--- src/include/dvig_pkg.sv ---
// package: constants and types for the dual interrupt generator
package dvig_pkg;
  localparam int unsigned NUM_GEN   = 2;
  localparam int unsigned NUM_EVT   = 6;
  localparam int unsigned PRIO_W    = 3;
  localparam int unsigned LEVELS    = 7;
  localparam int unsigned STATID_W  = 8;

  // event bit positions within a mask
  localparam int unsigned EVT_FIFO_NOT_EMPTY = 0;
  localparam int unsigned EVT_BLOCK_READY    = 1;
  localparam int unsigned EVT_ARMED_WAITING  = 2;
  localparam int unsigned EVT_ACQ_DONE       = 3;
  localparam int unsigned EVT_INPUT_OVERRANGE = 4;
  localparam int unsigned EVT_CONVERTER_FAULT = 5;

  localparam logic [NUM_EVT-1:0]  MASK_RESET = 6'h00;
  localparam logic [PRIO_W-1:0]   PRIO_OFF   = 3'h0;
  localparam logic [PRIO_W-1:0]   PRIO_RESET = 3'h0;
  localparam logic [LEVELS-1:0]   LEVELS_NONE = 7'h00;
  localparam logic [STATID_W-1:0] STATID_RESET = 8'h00;

  typedef logic [NUM_EVT-1:0] dvig_mask_t;
  typedef logic [PRIO_W-1:0]  dvig_prio_t;

  typedef enum logic [1:0] {
    DVIG_IDLE    = 2'b00,
    DVIG_REQUEST = 2'b01,
    DVIG_ACKED   = 2'b10
  } dvig_state_t;

  // one-hot request line for a priority; priority 0 gives no line
  function automatic logic [LEVELS-1:0] dvig_level_onehot(input dvig_prio_t p);
    logic [LEVELS-1:0] r;
    r = LEVELS_NONE;
    if (p != PRIO_OFF) begin
      r[p - 3'h1] = 1'b1;
    end
    return r;
  endfunction : dvig_level_onehot
endpackage : dvig_pkg

--- src/include/dvig_gen_if.sv ---
// interface: settings and request path between top and one generator
`timescale 1ns/1ps
`default_nettype none
interface dvig_gen_if;
  import dvig_pkg::*;
  dvig_mask_t        mask;
  dvig_prio_t        prio;
  logic [NUM_EVT-1:0] events;
  logic              iack_hit;
  logic              active;
  logic [LEVELS-1:0] irq_lines;
  modport top (output mask, prio, events, iack_hit, input active, irq_lines);
  modport gen (input mask, prio, events, iack_hit, output active, irq_lines);
endinterface : dvig_gen_if
`default_nettype wire

--- src/hdl/dvig_generator.sv ---
// module: one interrupt generator with request/acknowledge sequencing
`timescale 1ns/1ps
`default_nettype none
module dvig_generator
  import dvig_pkg::*;
(
  input  wire logic  clk,    // module clock
  input  wire logic  rst_b,  // async reset, active low
  input  wire logic  ce,     // clock enable
  dvig_gen_if.gen    gi      // settings and request path
);
  dvig_state_t state;
  dvig_state_t next_state;
  logic        hit;

  // ****************************************************************
  // request sequencing
  // ****************************************************************
  always_comb begin
    hit        = |(gi.events & gi.mask);
    next_state = state;
    unique case (state)
      DVIG_IDLE: begin
        if (hit && gi.prio != PRIO_OFF) begin
          next_state = DVIG_REQUEST;
        end
      end
      DVIG_REQUEST: begin
        // request holds until its level is acknowledged or its priority is set to 0
        if (gi.prio == PRIO_OFF) begin
          next_state = DVIG_IDLE;
        end else if (gi.iack_hit) begin
          next_state = DVIG_ACKED;
        end
      end
      DVIG_ACKED: begin
        // one idle cycle after acknowledge so the host sees the line drop
        next_state = DVIG_IDLE;
      end
      default: next_state = DVIG_IDLE;
    endcase
  end

  always_ff @(posedge clk or negedge rst_b) begin
    if (!rst_b) begin
      state <= DVIG_IDLE;
    end else if (ce) begin
      state <= next_state;
    end
  end

  assign gi.active    = (state == DVIG_REQUEST);
  assign gi.irq_lines = gi.active ? dvig_level_onehot(gi.prio) : LEVELS_NONE;
endmodule : dvig_generator
`default_nettype wire

--- src/hdl/dvig_top.sv ---
// module: dual VME interrupt generator top level
`timescale 1ns/1ps
`default_nettype none
module dvig_top
  import dvig_pkg::*;
(
  input  wire logic                clk,                 // module clock, 10 MHz
  input  wire logic                rst_b,               // async reset, active low
  input  wire logic                ce,                  // clock enable, freezes all state
  // event sources from same-clock measurement logic
  input  wire logic                evt_fifo_not_empty,  // fifo holds a word
  input  wire logic                evt_block_ready,     // full block in fifo
  input  wire logic                evt_armed_waiting,   // armed, waiting for trigger
  input  wire logic                evt_acquisition_done,// stopped taking data
  input  wire logic                evt_input_overrange, // input exceeded range
  input  wire logic                evt_converter_fault, // converter hardware fault
  // settings port
  input  wire logic                generator_index,     // generator selected, 0 or 1
  input  wire logic                wr_mask,             // write mask strobe
  input  wire logic                wr_prio,             // write priority strobe
  input  wire logic [NUM_EVT-1:0]  wr_mask_data,        // mask to write
  input  wire logic [PRIO_W-1:0]   wr_prio_data,        // priority to write
  input  wire logic [STATID_W-1:0] wr_statid_data,      // status/id to write with mask
  output logic      [NUM_EVT-1:0]  rd_mask,             // mask of selected generator
  output logic      [PRIO_W-1:0]   rd_prio,             // priority of selected generator
  // backplane side, pins from outside the clock domain
  output logic      [LEVELS-1:0]   irq_b,               // request lines, active low
  input  wire logic                iack_in,             // acknowledge cycle strobe
  input  wire logic [PRIO_W-1:0]   iack_level,          // level being acknowledged
  output logic                     iack_done,           // status/id valid pulse
  output logic      [STATID_W-1:0] iack_statid,         // returned status/id word
  output logic      [NUM_GEN-1:0]  gen_active           // per-generator request state
);
  dvig_mask_t            mask   [NUM_GEN];
  dvig_mask_t            next_mask [NUM_GEN];
  dvig_prio_t            prio   [NUM_GEN];
  dvig_prio_t            next_prio [NUM_GEN];
  logic [STATID_W-1:0]   statid [NUM_GEN];
  logic [STATID_W-1:0]   next_statid [NUM_GEN];
  logic [NUM_EVT-1:0]    events;
  logic [LEVELS-1:0]     lines  [NUM_GEN];
  logic [NUM_GEN-1:0]    active;
  logic [NUM_GEN-1:0]    ack_sel;
  logic                  iack_s1;
  logic                  iack_s2;
  logic                  iack_s3;
  logic [PRIO_W-1:0]     lvl_s1;
  logic [PRIO_W-1:0]     lvl_s2;
  logic                  iack_rise;
  logic                  next_iack_done;
  logic [STATID_W-1:0]   next_iack_statid;
  logic [LEVELS-1:0]     next_irq_b;

  // ****************************************************************
  // event vector
  // ****************************************************************
  always_comb begin
    events = '0;
    events[EVT_FIFO_NOT_EMPTY]  = evt_fifo_not_empty;
    events[EVT_BLOCK_READY]     = evt_block_ready;
    events[EVT_ARMED_WAITING]   = evt_armed_waiting;
    events[EVT_ACQ_DONE]        = evt_acquisition_done;
    events[EVT_INPUT_OVERRANGE] = evt_input_overrange;
    events[EVT_CONVERTER_FAULT] = evt_converter_fault;
  end

  // ****************************************************************
  // settings registers
  // ****************************************************************
  always_comb begin
    for (int g = 0; g < NUM_GEN; g++) begin
      next_mask[g]   = mask[g];
      next_prio[g]   = prio[g];
      next_statid[g] = statid[g];
      if (generator_index == g[0]) begin
        if (wr_mask) begin
          next_mask[g]   = wr_mask_data;
          next_statid[g] = wr_statid_data;
        end
        if (wr_prio) begin
          next_prio[g] = wr_prio_data;
        end
      end
    end
  end

  always_ff @(posedge clk or negedge rst_b) begin
    if (!rst_b) begin
      for (int g = 0; g < NUM_GEN; g++) begin
        mask[g]   <= MASK_RESET;
        prio[g]   <= PRIO_RESET;
        statid[g] <= STATID_RESET;
      end
    end else if (ce) begin
      for (int g = 0; g < NUM_GEN; g++) begin
        mask[g]   <= next_mask[g];
        prio[g]   <= next_prio[g];
        statid[g] <= next_statid[g];
      end
    end
  end

  assign rd_mask = mask[generator_index];
  assign rd_prio = prio[generator_index];

  // ****************************************************************
  // acknowledge input synchronisers
  // ****************************************************************
  always_ff @(posedge clk or negedge rst_b) begin
    if (!rst_b) begin
      iack_s1 <= 1'b0;
      iack_s2 <= 1'b0;
      iack_s3 <= 1'b0;
      lvl_s1  <= PRIO_OFF;
      lvl_s2  <= PRIO_OFF;
    end else if (ce) begin
      iack_s1 <= iack_in;
      iack_s2 <= iack_s1;
      iack_s3 <= iack_s2;
      lvl_s1  <= iack_level;
      lvl_s2  <= lvl_s1;
    end
  end

  // level bus is sampled with the strobe; host holds it stable through the cycle
  assign iack_rise = iack_s2 && !iack_s3;

  // ****************************************************************
  // generators
  // ****************************************************************
  genvar gv;
  generate
    for (gv = 0; gv < NUM_GEN; gv++) begin : g_gen
      dvig_gen_if gi ();
      assign gi.mask     = mask[gv];
      assign gi.prio     = prio[gv];
      assign gi.events   = events;
      assign gi.iack_hit = ack_sel[gv];
      assign active[gv]  = gi.active;
      assign lines[gv]   = gi.irq_lines;
      dvig_generator u_gen (
        .clk   (clk),
        .rst_b (rst_b),
        .ce    (ce),
        .gi    (gi)
      );
    end
  endgenerate

  // ****************************************************************
  // acknowledge arbitration and output registers
  // ****************************************************************
  always_comb begin
    // generator 0 answers first when both share the acknowledged level
    ack_sel = '0;
    next_iack_done   = 1'b0;
    next_iack_statid = iack_statid;
    if (iack_rise && lvl_s2 != PRIO_OFF) begin
      if (active[0] && prio[0] == lvl_s2) begin
        ack_sel[0]       = 1'b1;
        next_iack_done   = 1'b1;
        next_iack_statid = statid[0];
      end else if (active[1] && prio[1] == lvl_s2) begin
        ack_sel[1]       = 1'b1;
        next_iack_done   = 1'b1;
        next_iack_statid = statid[1];
      end
    end
    next_irq_b = ~(lines[0] | lines[1]);
  end

  always_ff @(posedge clk or negedge rst_b) begin
    if (!rst_b) begin
      iack_done   <= 1'b0;
      iack_statid <= STATID_RESET;
      irq_b       <= ~LEVELS_NONE;
    end else if (ce) begin
      iack_done   <= next_iack_done;
      iack_statid <= next_iack_statid;
      irq_b       <= next_irq_b;
    end
  end

  assign gen_active = active;
endmodule : dvig_top
`default_nettype wire

--- config.mk ---
export PLATFORM = sky130hd
export DESIGN_NAME = dvig_top
export DESIGN_NICKNAME = d
export VERILOG_FILES = /design/src/include/dvig_pkg.sv /design/src/include/dvig_gen_if.sv /design/src/hdl/dvig_generator.sv /design/src/hdl/dvig_top.sv
export SDC_FILE = /design/constraint.sdc
export NUM_CORES = 1
export LEC_CHECK = 0
export BUFFER_PORTS_ARGS = -buffer_cell sky130_fd_sc_hd__clkbuf_2
export CORE_MARGIN = 4
export CORE_UTILIZATION = 54
export DETAILED_ROUTE_END_ITERATION = 10
export GPL_TIMING_DRIVEN = 0
export MAX_ROUTING_LAYER = met4
export PLACE_DENSITY_LB_ADDON = 0.3
export SKIP_LAST_GASP = 1
export SLEW_MARGIN = 10
export SYNTH_ARGS = -nofsm -noshare
export SYNTH_HDL_FRONTEND = slang
export SYNTH_SLANG_ARGS = --single-unit
--- constraint.sdc ---
create_clock -name clk -period 2.5 [get_ports clk]
set_input_delay 0.75 -clock clk [delete_from_list [all_inputs] [get_ports clk]]
set_output_delay 0.75 -clock clk [all_outputs]
set_load 0.05 [all_outputs]
-- Word-level counts from Yosys, hierarchy flattened
Cells that the tools add are included.
- add/sub/neg operators: 2
- magnitude comparators: 5
- equality and inequality tests: 8
- mux-type cells: 30
- bitwise operators: 6
- reduce and logical (&&, ||, !) cells: 26
- operators with widths (kind ; number):
    $mux W7 ; 4
    $reduce_and A3 Y1 ; 7
    $mux W6 ; 3
    $mux W8 ; 2
    $mux W2 ; 7
    $and A6 B6 Y6 ; 2
    $reduce_or A6 Y1 ; 2
    $mux W3 ; 3
    $reduce_bool A3 Y1 ; 3
    $logic_and A1 B1 Y1 ; 8
    $lt A3 B4 Y1 const B ; 2
    $pmux W2 S2 ; 2
    $mux W1 ; 7
    $not A7 Y7 ; 1
    $or A7 B7 Y7 ; 1
    $demux W1 S3 ; 2
    $eq A3 B3 Y1 ; 2
    $ge A3 B1 Y1 const B ; 2
    $logic_not A3 Y1 ; 2
    $ne A3 B3 Y1 const B ; 2
    $sub A3 B1 Y3 const B ; 2
    $eq A2 B1 Y1 const B ; 2
    $logic_not A2 Y1 ; 2
    $ne A2 B1 Y1 const B ; 2
    5 further kinds ; 5
- register bits: 63
- input port bits: 33
- output and inout bits: 27
- word-level logic and storage cells: 93

-- Logic depth before layout (Yosys ltp)
Gate-level depths: netlist of the first run.
- depth after elaboration: 9
- depth in mapped cells: 6
- gate-level depth less buffers: 6

-- Cells and area by module
Synthesis of the first run repeated with hierarchy kept, for this count alone.
- cell total of the unflattened synthesis: 234
- area, all modules: 3002.9 µm²
- modules (own cells, without submodules) (module ; times used ; cells each ; area an instance (µm²) ; seq. area each (µm²)):
    dvig_top ; 1 ; 170 ; 2509.9 ; 1485.2
    dvig_generator ; 2 ; 32 ; 246.5 ; 50.0

-- Least setup slack after synthesis of the first run
No wires, ideal clock.
- path kind: input to output
- from: in generator_index
- to: out rd_prio[0]
- arrival: 2.067 ns
- data required time: 1.750 ns
- path slack: -0.317 ns
- cell stages on the path: 2
- path buffers: 1
- path through: clkbuf_1 -> o21ai_0
- word-level cells in the longest chain between the ends: 4
- ends and longest elaborated chain (what ; RTL line ; source):
    start, declared ; dvig_top.sv:18 ; input wire logic generator_index,
    $not A1 Y2 (not written as such) ; dvig_top.sv:104 ; assign rd_prio = prio[generator_index];
    $mux W3 (not written as such) (3 in series) ; dvig_top.sv:104 ;
    end, declared ; dvig_top.sv:25 ; output logic [PRIO_W-1:0] rd_prio,
Every way passes these cells. The select of a mux whose other input is x is not followed.

-- Worst setup path after layout of the first run
- from: in generator_index
- to: out rd_mask[3]
- word-level cells in the longest chain between the ends: 4
- ends and longest elaborated chain (what ; RTL line ; source):
    $not A1 Y2 (not written as such) ; dvig_top.sv:103 ; assign rd_mask = mask[generator_index];
    $mux W6 (not written as such) (3 in series) ; dvig_top.sv:103 ;
    end, declared ; dvig_top.sv:24 ; output logic [NUM_EVT-1:0] rd_mask,
Every way passes these cells. The select of a mux whose other input is x is not followed.

==> qor.yml, run 1 <==
status:
  run_status: "completed"
logic_synthesis:
  yosysTopAreaCellShare_pct: 46.5
  ys_warn_count: 0
  yosysSeqAreaShare_pct: 52.6
  synth.avg_cell_area_um2: 12.8
  synth_area_leaders: "dfrtp_1 46%, mux2_2 25%, dfstp_2 6.1%"
  synth_area_leader_cell: "dfrtp_1"
  synth_enable_flop_cells: 0
  synth.distinct_cells: 41
  ys_ff_latch: 63
  synthFlopType: "dfrtp_1"
  synth-async-reset-ratio_pct: 100
  syn_nets: 272
  synthCells: 235
  synth_area_um2: 3020
floorplanning:
  num_rows: 26
  dieArea_um2: 6840
  start_util_pct: 57.2
  die_h_um: 82.7
  core_area_um2: 5270
  io_pins: 60
  fp.dieW_um: 82.7
critical_path:
  crit_slowest_cell: "mux2_2"
  path_buf_inv: 2
  slowest_delay_ns: 0.39
  required_ns: 1.75
  endpoint_kind: "output pin"
  r2r_slack_ns: 0.27
  cp_top_family: "buffers and inverters"
  critPathMaxFanout: 14
  critPathLaunchType: "input pin"
  crit_chain: "clkbuf_2 -> mux2_2 -> clkbuf_2"
  critical_path_class: "in2out"
  critPathMostFrequentCell: "clkbuf_2"
  worstPathArrival_ns: 1.69
global_route:
  grt_start_max_net_pins: 49
  grt_antenna_before_repair: 0
  first_global_vias: 2119
  grt_pass1_wl_um: 9890
  grt_overflow: 0
  grtUsageTotal_pct: 20.3
timing:
  fin_crit_ns: 2.44
  post-route-period-util_pct: 97.5
  hold_ws_ns: 0.299
  fmax_mhz: 410
  setup_viol: 0
  skew_ns: 0.00950
  final.setup.tns_ns: 0
  hold_violations: 0
  max-slew-margin-rel_pct: 51.3
  tightest_slew_ns: 0.725
  slew_viol_final: 0
  grt_setup_unrepaired: "false"
  setup_slack_ns: 0.0619
placed_design:
  numPortBuffers: 59
  pre_cts_slack_ns: -0.221
  dpl_cell_area_um2: 3430
  hpwl_um: 4490
  gp_congestion: 0.804
  place_inst: 365
pwr:
  p_per_area_nw_per_um2: 971
  vdd_drop_max_mv: 0.619
  power_mw: 3.51
  p_leak_nw: 1.70
finish:
  syn_to_final_growth_pct: 20.0
  final_nets: 342
  fin_util_pct: 68.7
  nFillCells: 416
  insertedDiodeCount: 0
  fin_cells: 380
  drive_gt1_share_pct: 50.6
  post-route-cell-area_um2: 3620
clock_network:
  htreeDepth: 3
  numCtsBuffers: 9
  cts.sinks: 63
  cts_tree: "built"
  post_cts_resized: 0
  clk_pin_slew_ns: 0.07
  cts_buffer_depth: 2
  clk-insertion-delay-late_ns: 0.34
  cts-root-buf: "clkbuf_8"
detailed_routing:
  dr_total_vias: 2062
  antenna_left: 0
  drt-total-wl_um: 6080
  drtPass1Iterations: 4
  wl_per_cell_um: 16.0
  first_iter_violations: 138
  via_per_inst: 5.43
  drc: 0
worst_hold_path:
  hold_path_class: "in2async"
flow_run:
  maxCapViolations: 0
logic make-up (layout without fill, tap and decap cells):
| group | count (synthesis) | after routing | share of synthesized area, % |
|---|---|---|---|
| AO/OA/AOI/OAI | 29 | 29 | 7.26 |
| XOR/XNOR | 10 | 10 | 2.90 |
| adder cells (fa/ha/maj) | 4 | 4 | 1.66 |
| buffers and inverters | 23 | 98 | 3.44 |
| flip-flops | 63 | 63 | 52.6 |
| multiplexers | 66 | 66 | 24.6 |
| AND/OR/NAND/NOR | 40 | 40 | 7.51 |
path summary, 6_finish.rpt:
path	to	cells past startpoint	startpoint
min in group clk	irq_b[0]	2	irq_b[0]
hold / removal	iack_done	1	rst_b
max in group asynchronous	irq_b[0]	2	rst_b
hold reg to reg	irq_b[0]	2	irq_b[0]
setup reg to reg	iack_statid[1]	6	g_gen[0].gi.prio[2]
setup / recovery	rd_mask[3]	3	generator_index
cells in the mapped netlist, drive strengths merged, types with 2 or more instances:
master	instances
mux2	66
dfrtp	56
inv	12
nand2	10
xor2	8
dfstp	7
o21ai	7
clkbuf	6
nand3	6
nor3	6
buf	5
nor2	5
a22oi	4
ha	4
o221ai	4
a21o	3
nor4	3
or3	3
a221oi	2
nand2b	2
nor2b	2
xnor2	2
worst reg2reg max path: stages, from the launching register on:
cell and delay [ns]:
dfrtp_1 0.36, clkbuf_2 0.17, xor2_1 0.22, nor4_4 0.57, o211a_1 0.28, buf_6 0.16, mux2_2 0.35
final cells by class:
type	instances	area, um2	area share (%)
Sequential cell	63	1590	43.8
Multi-Input combinational cell	149	1330	36.6
Timing Repair Buffer	60	325	8.99
Clock buffer	14	183	5.05
Tap cell	70	87.6	2.42
Buffer	10	55.1	1.52
Inverter	12	45.0	1.24
Clock inverter	2	12.5	0.346
metal layers:
metal  GRT usage, %  wire, um  vias to the layer above  part of all wire [%]
met1           24.7      2620                     1022                    43
li1               -         -                      985                     -
met2           31.6      3010                       46                    50
met3           4.99       345                        9                   5.7
met5              -         0                        -                     0
met4           10.3       101                        0                   1.7
power by group:
| group | internal, mW | switching (mW) | total (mW) |
|---|---|---|---|
| combinational | 0.456 | 0.820 | 1.28 |
| sequential | 1.25 | 0.144 | 1.40 |
| clock | 0.467 | 0.375 | 0.842 |
flip-flops by register name, summed over array words and instances (netlist names):
| register | count |
|---|---|
| iack_s1 | 1 |
| g_gen.gi.prio | 6 |
| iack_done | 1 |
| iack_s3 | 1 |
| g_gen.gi.mask | 12 |
| g_gen.u_gen.state | 4 |
| iack_s2 | 1 |
| irq_b | 7 |
| lvl_s1 | 3 |
| lvl_s2 | 3 |
| statid | 16 |
| iack_statid | 8 |
cell usage in the layout (no fill, tap or decap), types with 2 or more instances in the layout:
cell	count
a21o_1	2
a221oi_1	2
a22oi_1	4
buf_4	2
clkbuf_1	5
clkbuf_2	59
clkbuf_8	13
dfrtp_1	56
dfstp_2	7
ha_1	4
inv_1	12
mux2_2	66
nand2_1	10
nand3_1	6
nor2_1	5
nor2b_1	2
nor3_1	6
nor4_1	2
o21ai_0	7
o221ai_1	4
or3_1	3
xnor2_1	2
xor2_1	8
repair_timing:
action	CTS	global route
setup endpoints to repair	8	0
buffers inserted	0	0
hold buffers	0	0
Power figures use the tool's default switching activity.
==> run 2, diff against run 1 <==
--- a/config.mk
+++ b/config.mk
@@ -5,10 +5,10 @@
 export SDC_FILE = /design/constraint.sdc
 export NUM_CORES = 1
 export LEC_CHECK = 0
-export BUFFER_PORTS_ARGS = -buffer_cell sky130_fd_sc_hd__clkbuf_2
 export CORE_MARGIN = 4
 export CORE_UTILIZATION = 54
 export DETAILED_ROUTE_END_ITERATION = 10
+export DONT_BUFFER_PORTS = 1
 export GPL_TIMING_DRIVEN = 0
 export MAX_ROUTING_LAYER = met4
 export PLACE_DENSITY_LB_ADDON = 0.3
==> run 2 against run 1 <==
Against the previous run:
- worst setup slack worse by 0.014 ns
- sequential cell count unchanged
- final cell count down 16%
- largest power group unchanged
- combinational power down 35%
- critical path type unchanged
- die area unchanged
- register-to-register slack better by 0.04 ns
- clock skew down 0.0027 ns
- sequential share of layout area up 3.9 points
==> qor.yml, run 2 (synthesized netlist as in run 1, its figures left out) <==
global_route:
  grt_antenna_before_repair: 0  # unchanged
  grt_start_max_net_pins: 64  # was 49
  first_global_vias: 1983  # was 2119
  grt_pass1_wl_um: 9630  # was 9890 um
  grt_overflow: 0  # unchanged
  grtUsageTotal_pct: 20.3  # about the same
critical_path:
  crit_slowest_cell: "mux2_2"  # unchanged
  r2r_slack_ns: 0.31  # was 0.27 ns
  worstPathArrival_ns: 1.70  # was 1.69 ns
  required_ns: 1.75  # about the same
  cp_top_family: "multiplexers"  # was buffers and inverters
  crit_chain: "clkbuf_1 -> mux2_2"  # was clkbuf_2 -> mux2_2 -> clkbuf_2
  path_buf_inv: 1  # was 2
  critical_path_class: "in2out"  # unchanged
  critPathLaunchType: "input pin"  # unchanged
  endpoint_kind: "output pin"  # unchanged
  critPathMaxFanout: 10  # was 14
  slowest_delay_ns: 0.53  # was 0.39 ns
timing:
  skew_ns: 0.00682  # was 0.00950 ns
  setup_slack_ns: 0.0483  # was 0.0619 ns
  fmax_mhz: 408  # was 410 MHz
  max-slew-margin-rel_pct: 51.7  # was 51.3%
  hold_violations: 0  # unchanged
  final.setup.tns_ns: 0  # unchanged
  slew_viol_final: 0  # unchanged
  post-route-period-util_pct: 98.1  # was 97.5%
  tightest_slew_ns: 0.719  # was 0.725 ns
  hold_ws_ns: 0.0979  # was 0.299 ns
  setup_viol: 0  # unchanged
  fin_crit_ns: 2.45  # was 2.44 ns
  grt_setup_unrepaired: "true"  # was false
clock_network:
  cts-root-buf: "clkbuf_8"  # unchanged
  clk_pin_slew_ns: 0.07  # about the same
  clk-insertion-delay-late_ns: 0.34  # about the same
  cts.sinks: 63  # unchanged
  cts_buffer_depth: 2  # unchanged
  numCtsBuffers: 9  # unchanged
  htreeDepth: 3  # unchanged
  cts_tree: "built"  # unchanged
placed_design:
  dpl_cell_area_um2: 3100  # was 3430 um2
  numPortBuffers: 0  # was 59
  gp_congestion: 0.797  # was 0.804
  pre_cts_slack_ns: -0.0908  # was -0.221 ns
  hpwl_um: 4300  # was 4490 um
  place_inst: 305  # was 365
finish:
  insertedDiodeCount: 0  # unchanged
  layout_commonest_cell: "mux2_2"  # unchanged
  syn_to_final_growth_pct: 10.1  # was 20.0%
  fin_util_pct: 63.0  # was 68.7%
  top_register: "statid"  # unchanged
  final_nets: 283  # was 342
  top_regs: "statid x16, g_gen.gi.mask x12, iack_statid x8"  # unchanged
  fin_cells: 320  # was 380
  drive_gt1_share_pct: 39.6  # was 50.6%
  post-route-cell-area_um2: 3320  # was 3620 um2
  most-common-layout-cells: "66 x mux2_2, 56 x dfrtp_1, 12 x inv_1, 10 x nand2_1, 9 x clkbuf_8"  # was 66 x mux2_2, 59 x clkbuf_2, 56 x dfrtp_1, 13 x clkbuf_8, 12 x inv_1
  largest_reg_flops: 16  # unchanged
pwr:
  power_mw: 3.46  # was 3.51 mW
  p_leak_nw: 1.45  # was 1.70 nW
  vdd_drop_max_mv: 0.648  # was 0.619 mV
  p_per_area_nw_per_um2: 1040  # was 971 nW/um2
floorplanning:
  fp.dieW_um: 82.7  # unchanged
  die_h_um: 82.7  # unchanged
  start_util_pct: 57.2  # unchanged
  num_rows: 26  # unchanged
  io_pins: 60  # unchanged
  core_area_um2: 5270  # unchanged
  dieArea_um2: 6840  # unchanged
detailed_routing:
  drc: 0  # unchanged
  via_per_inst: 5.83  # was 5.43
  antenna_left: 0  # unchanged
  drt-total-wl_um: 6050  # was 6080 um
  first_iter_violations: 74  # was 138
  drtPass1Iterations: 4  # unchanged
  wl_per_cell_um: 18.9  # was 16.0 um
  dr_total_vias: 1865  # was 2062
worst_hold_path:
  hold_path_class: "in2async"  # unchanged
status:
  run_status: "completed"  # unchanged
flow_run:
  maxCapViolations: 0  # unchanged
-- run 2: cell types whose count changed in the layout (fill, tap and decap cells not counted), sizes merged --
cell and delta:
buf -1, clkbuf -63, clkinv +2, bufinv +2
-- run 2: power breakdown --
part	switching, mW	internal, mW	leakage (nW)	total (mW)
clock	0.392	0.553	0.105	0.945
sequential	0.436	1.25	0.751	1.69
combinational	0.468	0.361	0.597	0.829
total	1.30	2.17	1.45	3.46
-- run 2: final cells by class --
cell class	count	area (um2)
clock inverters	6	86.3
clock buffers	9	124
flip-flops and latches	63	1590
plain buffers	11	58.8
fillers	426	1950
multi-input cells	149	1330
inverters	12	45.0
well taps	70	87.6
-- run 2: final timing paths --
| check | cells past startpoint | startpoint | end |
|---|---|---|---|
| worst max-delay path | 2 | generator_index | rd_mask[3] |
| worst min-delay path | 0 | rst_b | iack_s1 |
| worst max register to register | 5 | lvl_s2[1] | iack_statid[5] |
| worst min register to register | 1 | statid[5] | statid[5] |
| max in group asynchronous | 0 | rst_b | irq_b[2] |
| min in group clk | 1 | statid[5] | statid[5] |
-- run 2: what timing repair did --
item / in CTS / in global routing
hold buffers: 0 / 0
setup buffers: 0 / 0
endpoints found under the setup margin: 2 / 2
gates resized for setup: 0 / 2
-- run 2: per-layer routing --
| metal | routed length [um] | GRT usage (%) | vias to the layer above | part of all wire, % |
|---|---|---|---|---|
| met3 | 543 | 11.1 | 10 | 9.0 |
| met5 | 0 | - | - | 0 |
| met1 | 2370 | 21.7 | 931 | 39 |
| li1 | - | - | 865 | - |
| met2 | 3070 | 32.5 | 59 | 51 |
| met4 | 74 | 6.37 | 0 | 1.2 |
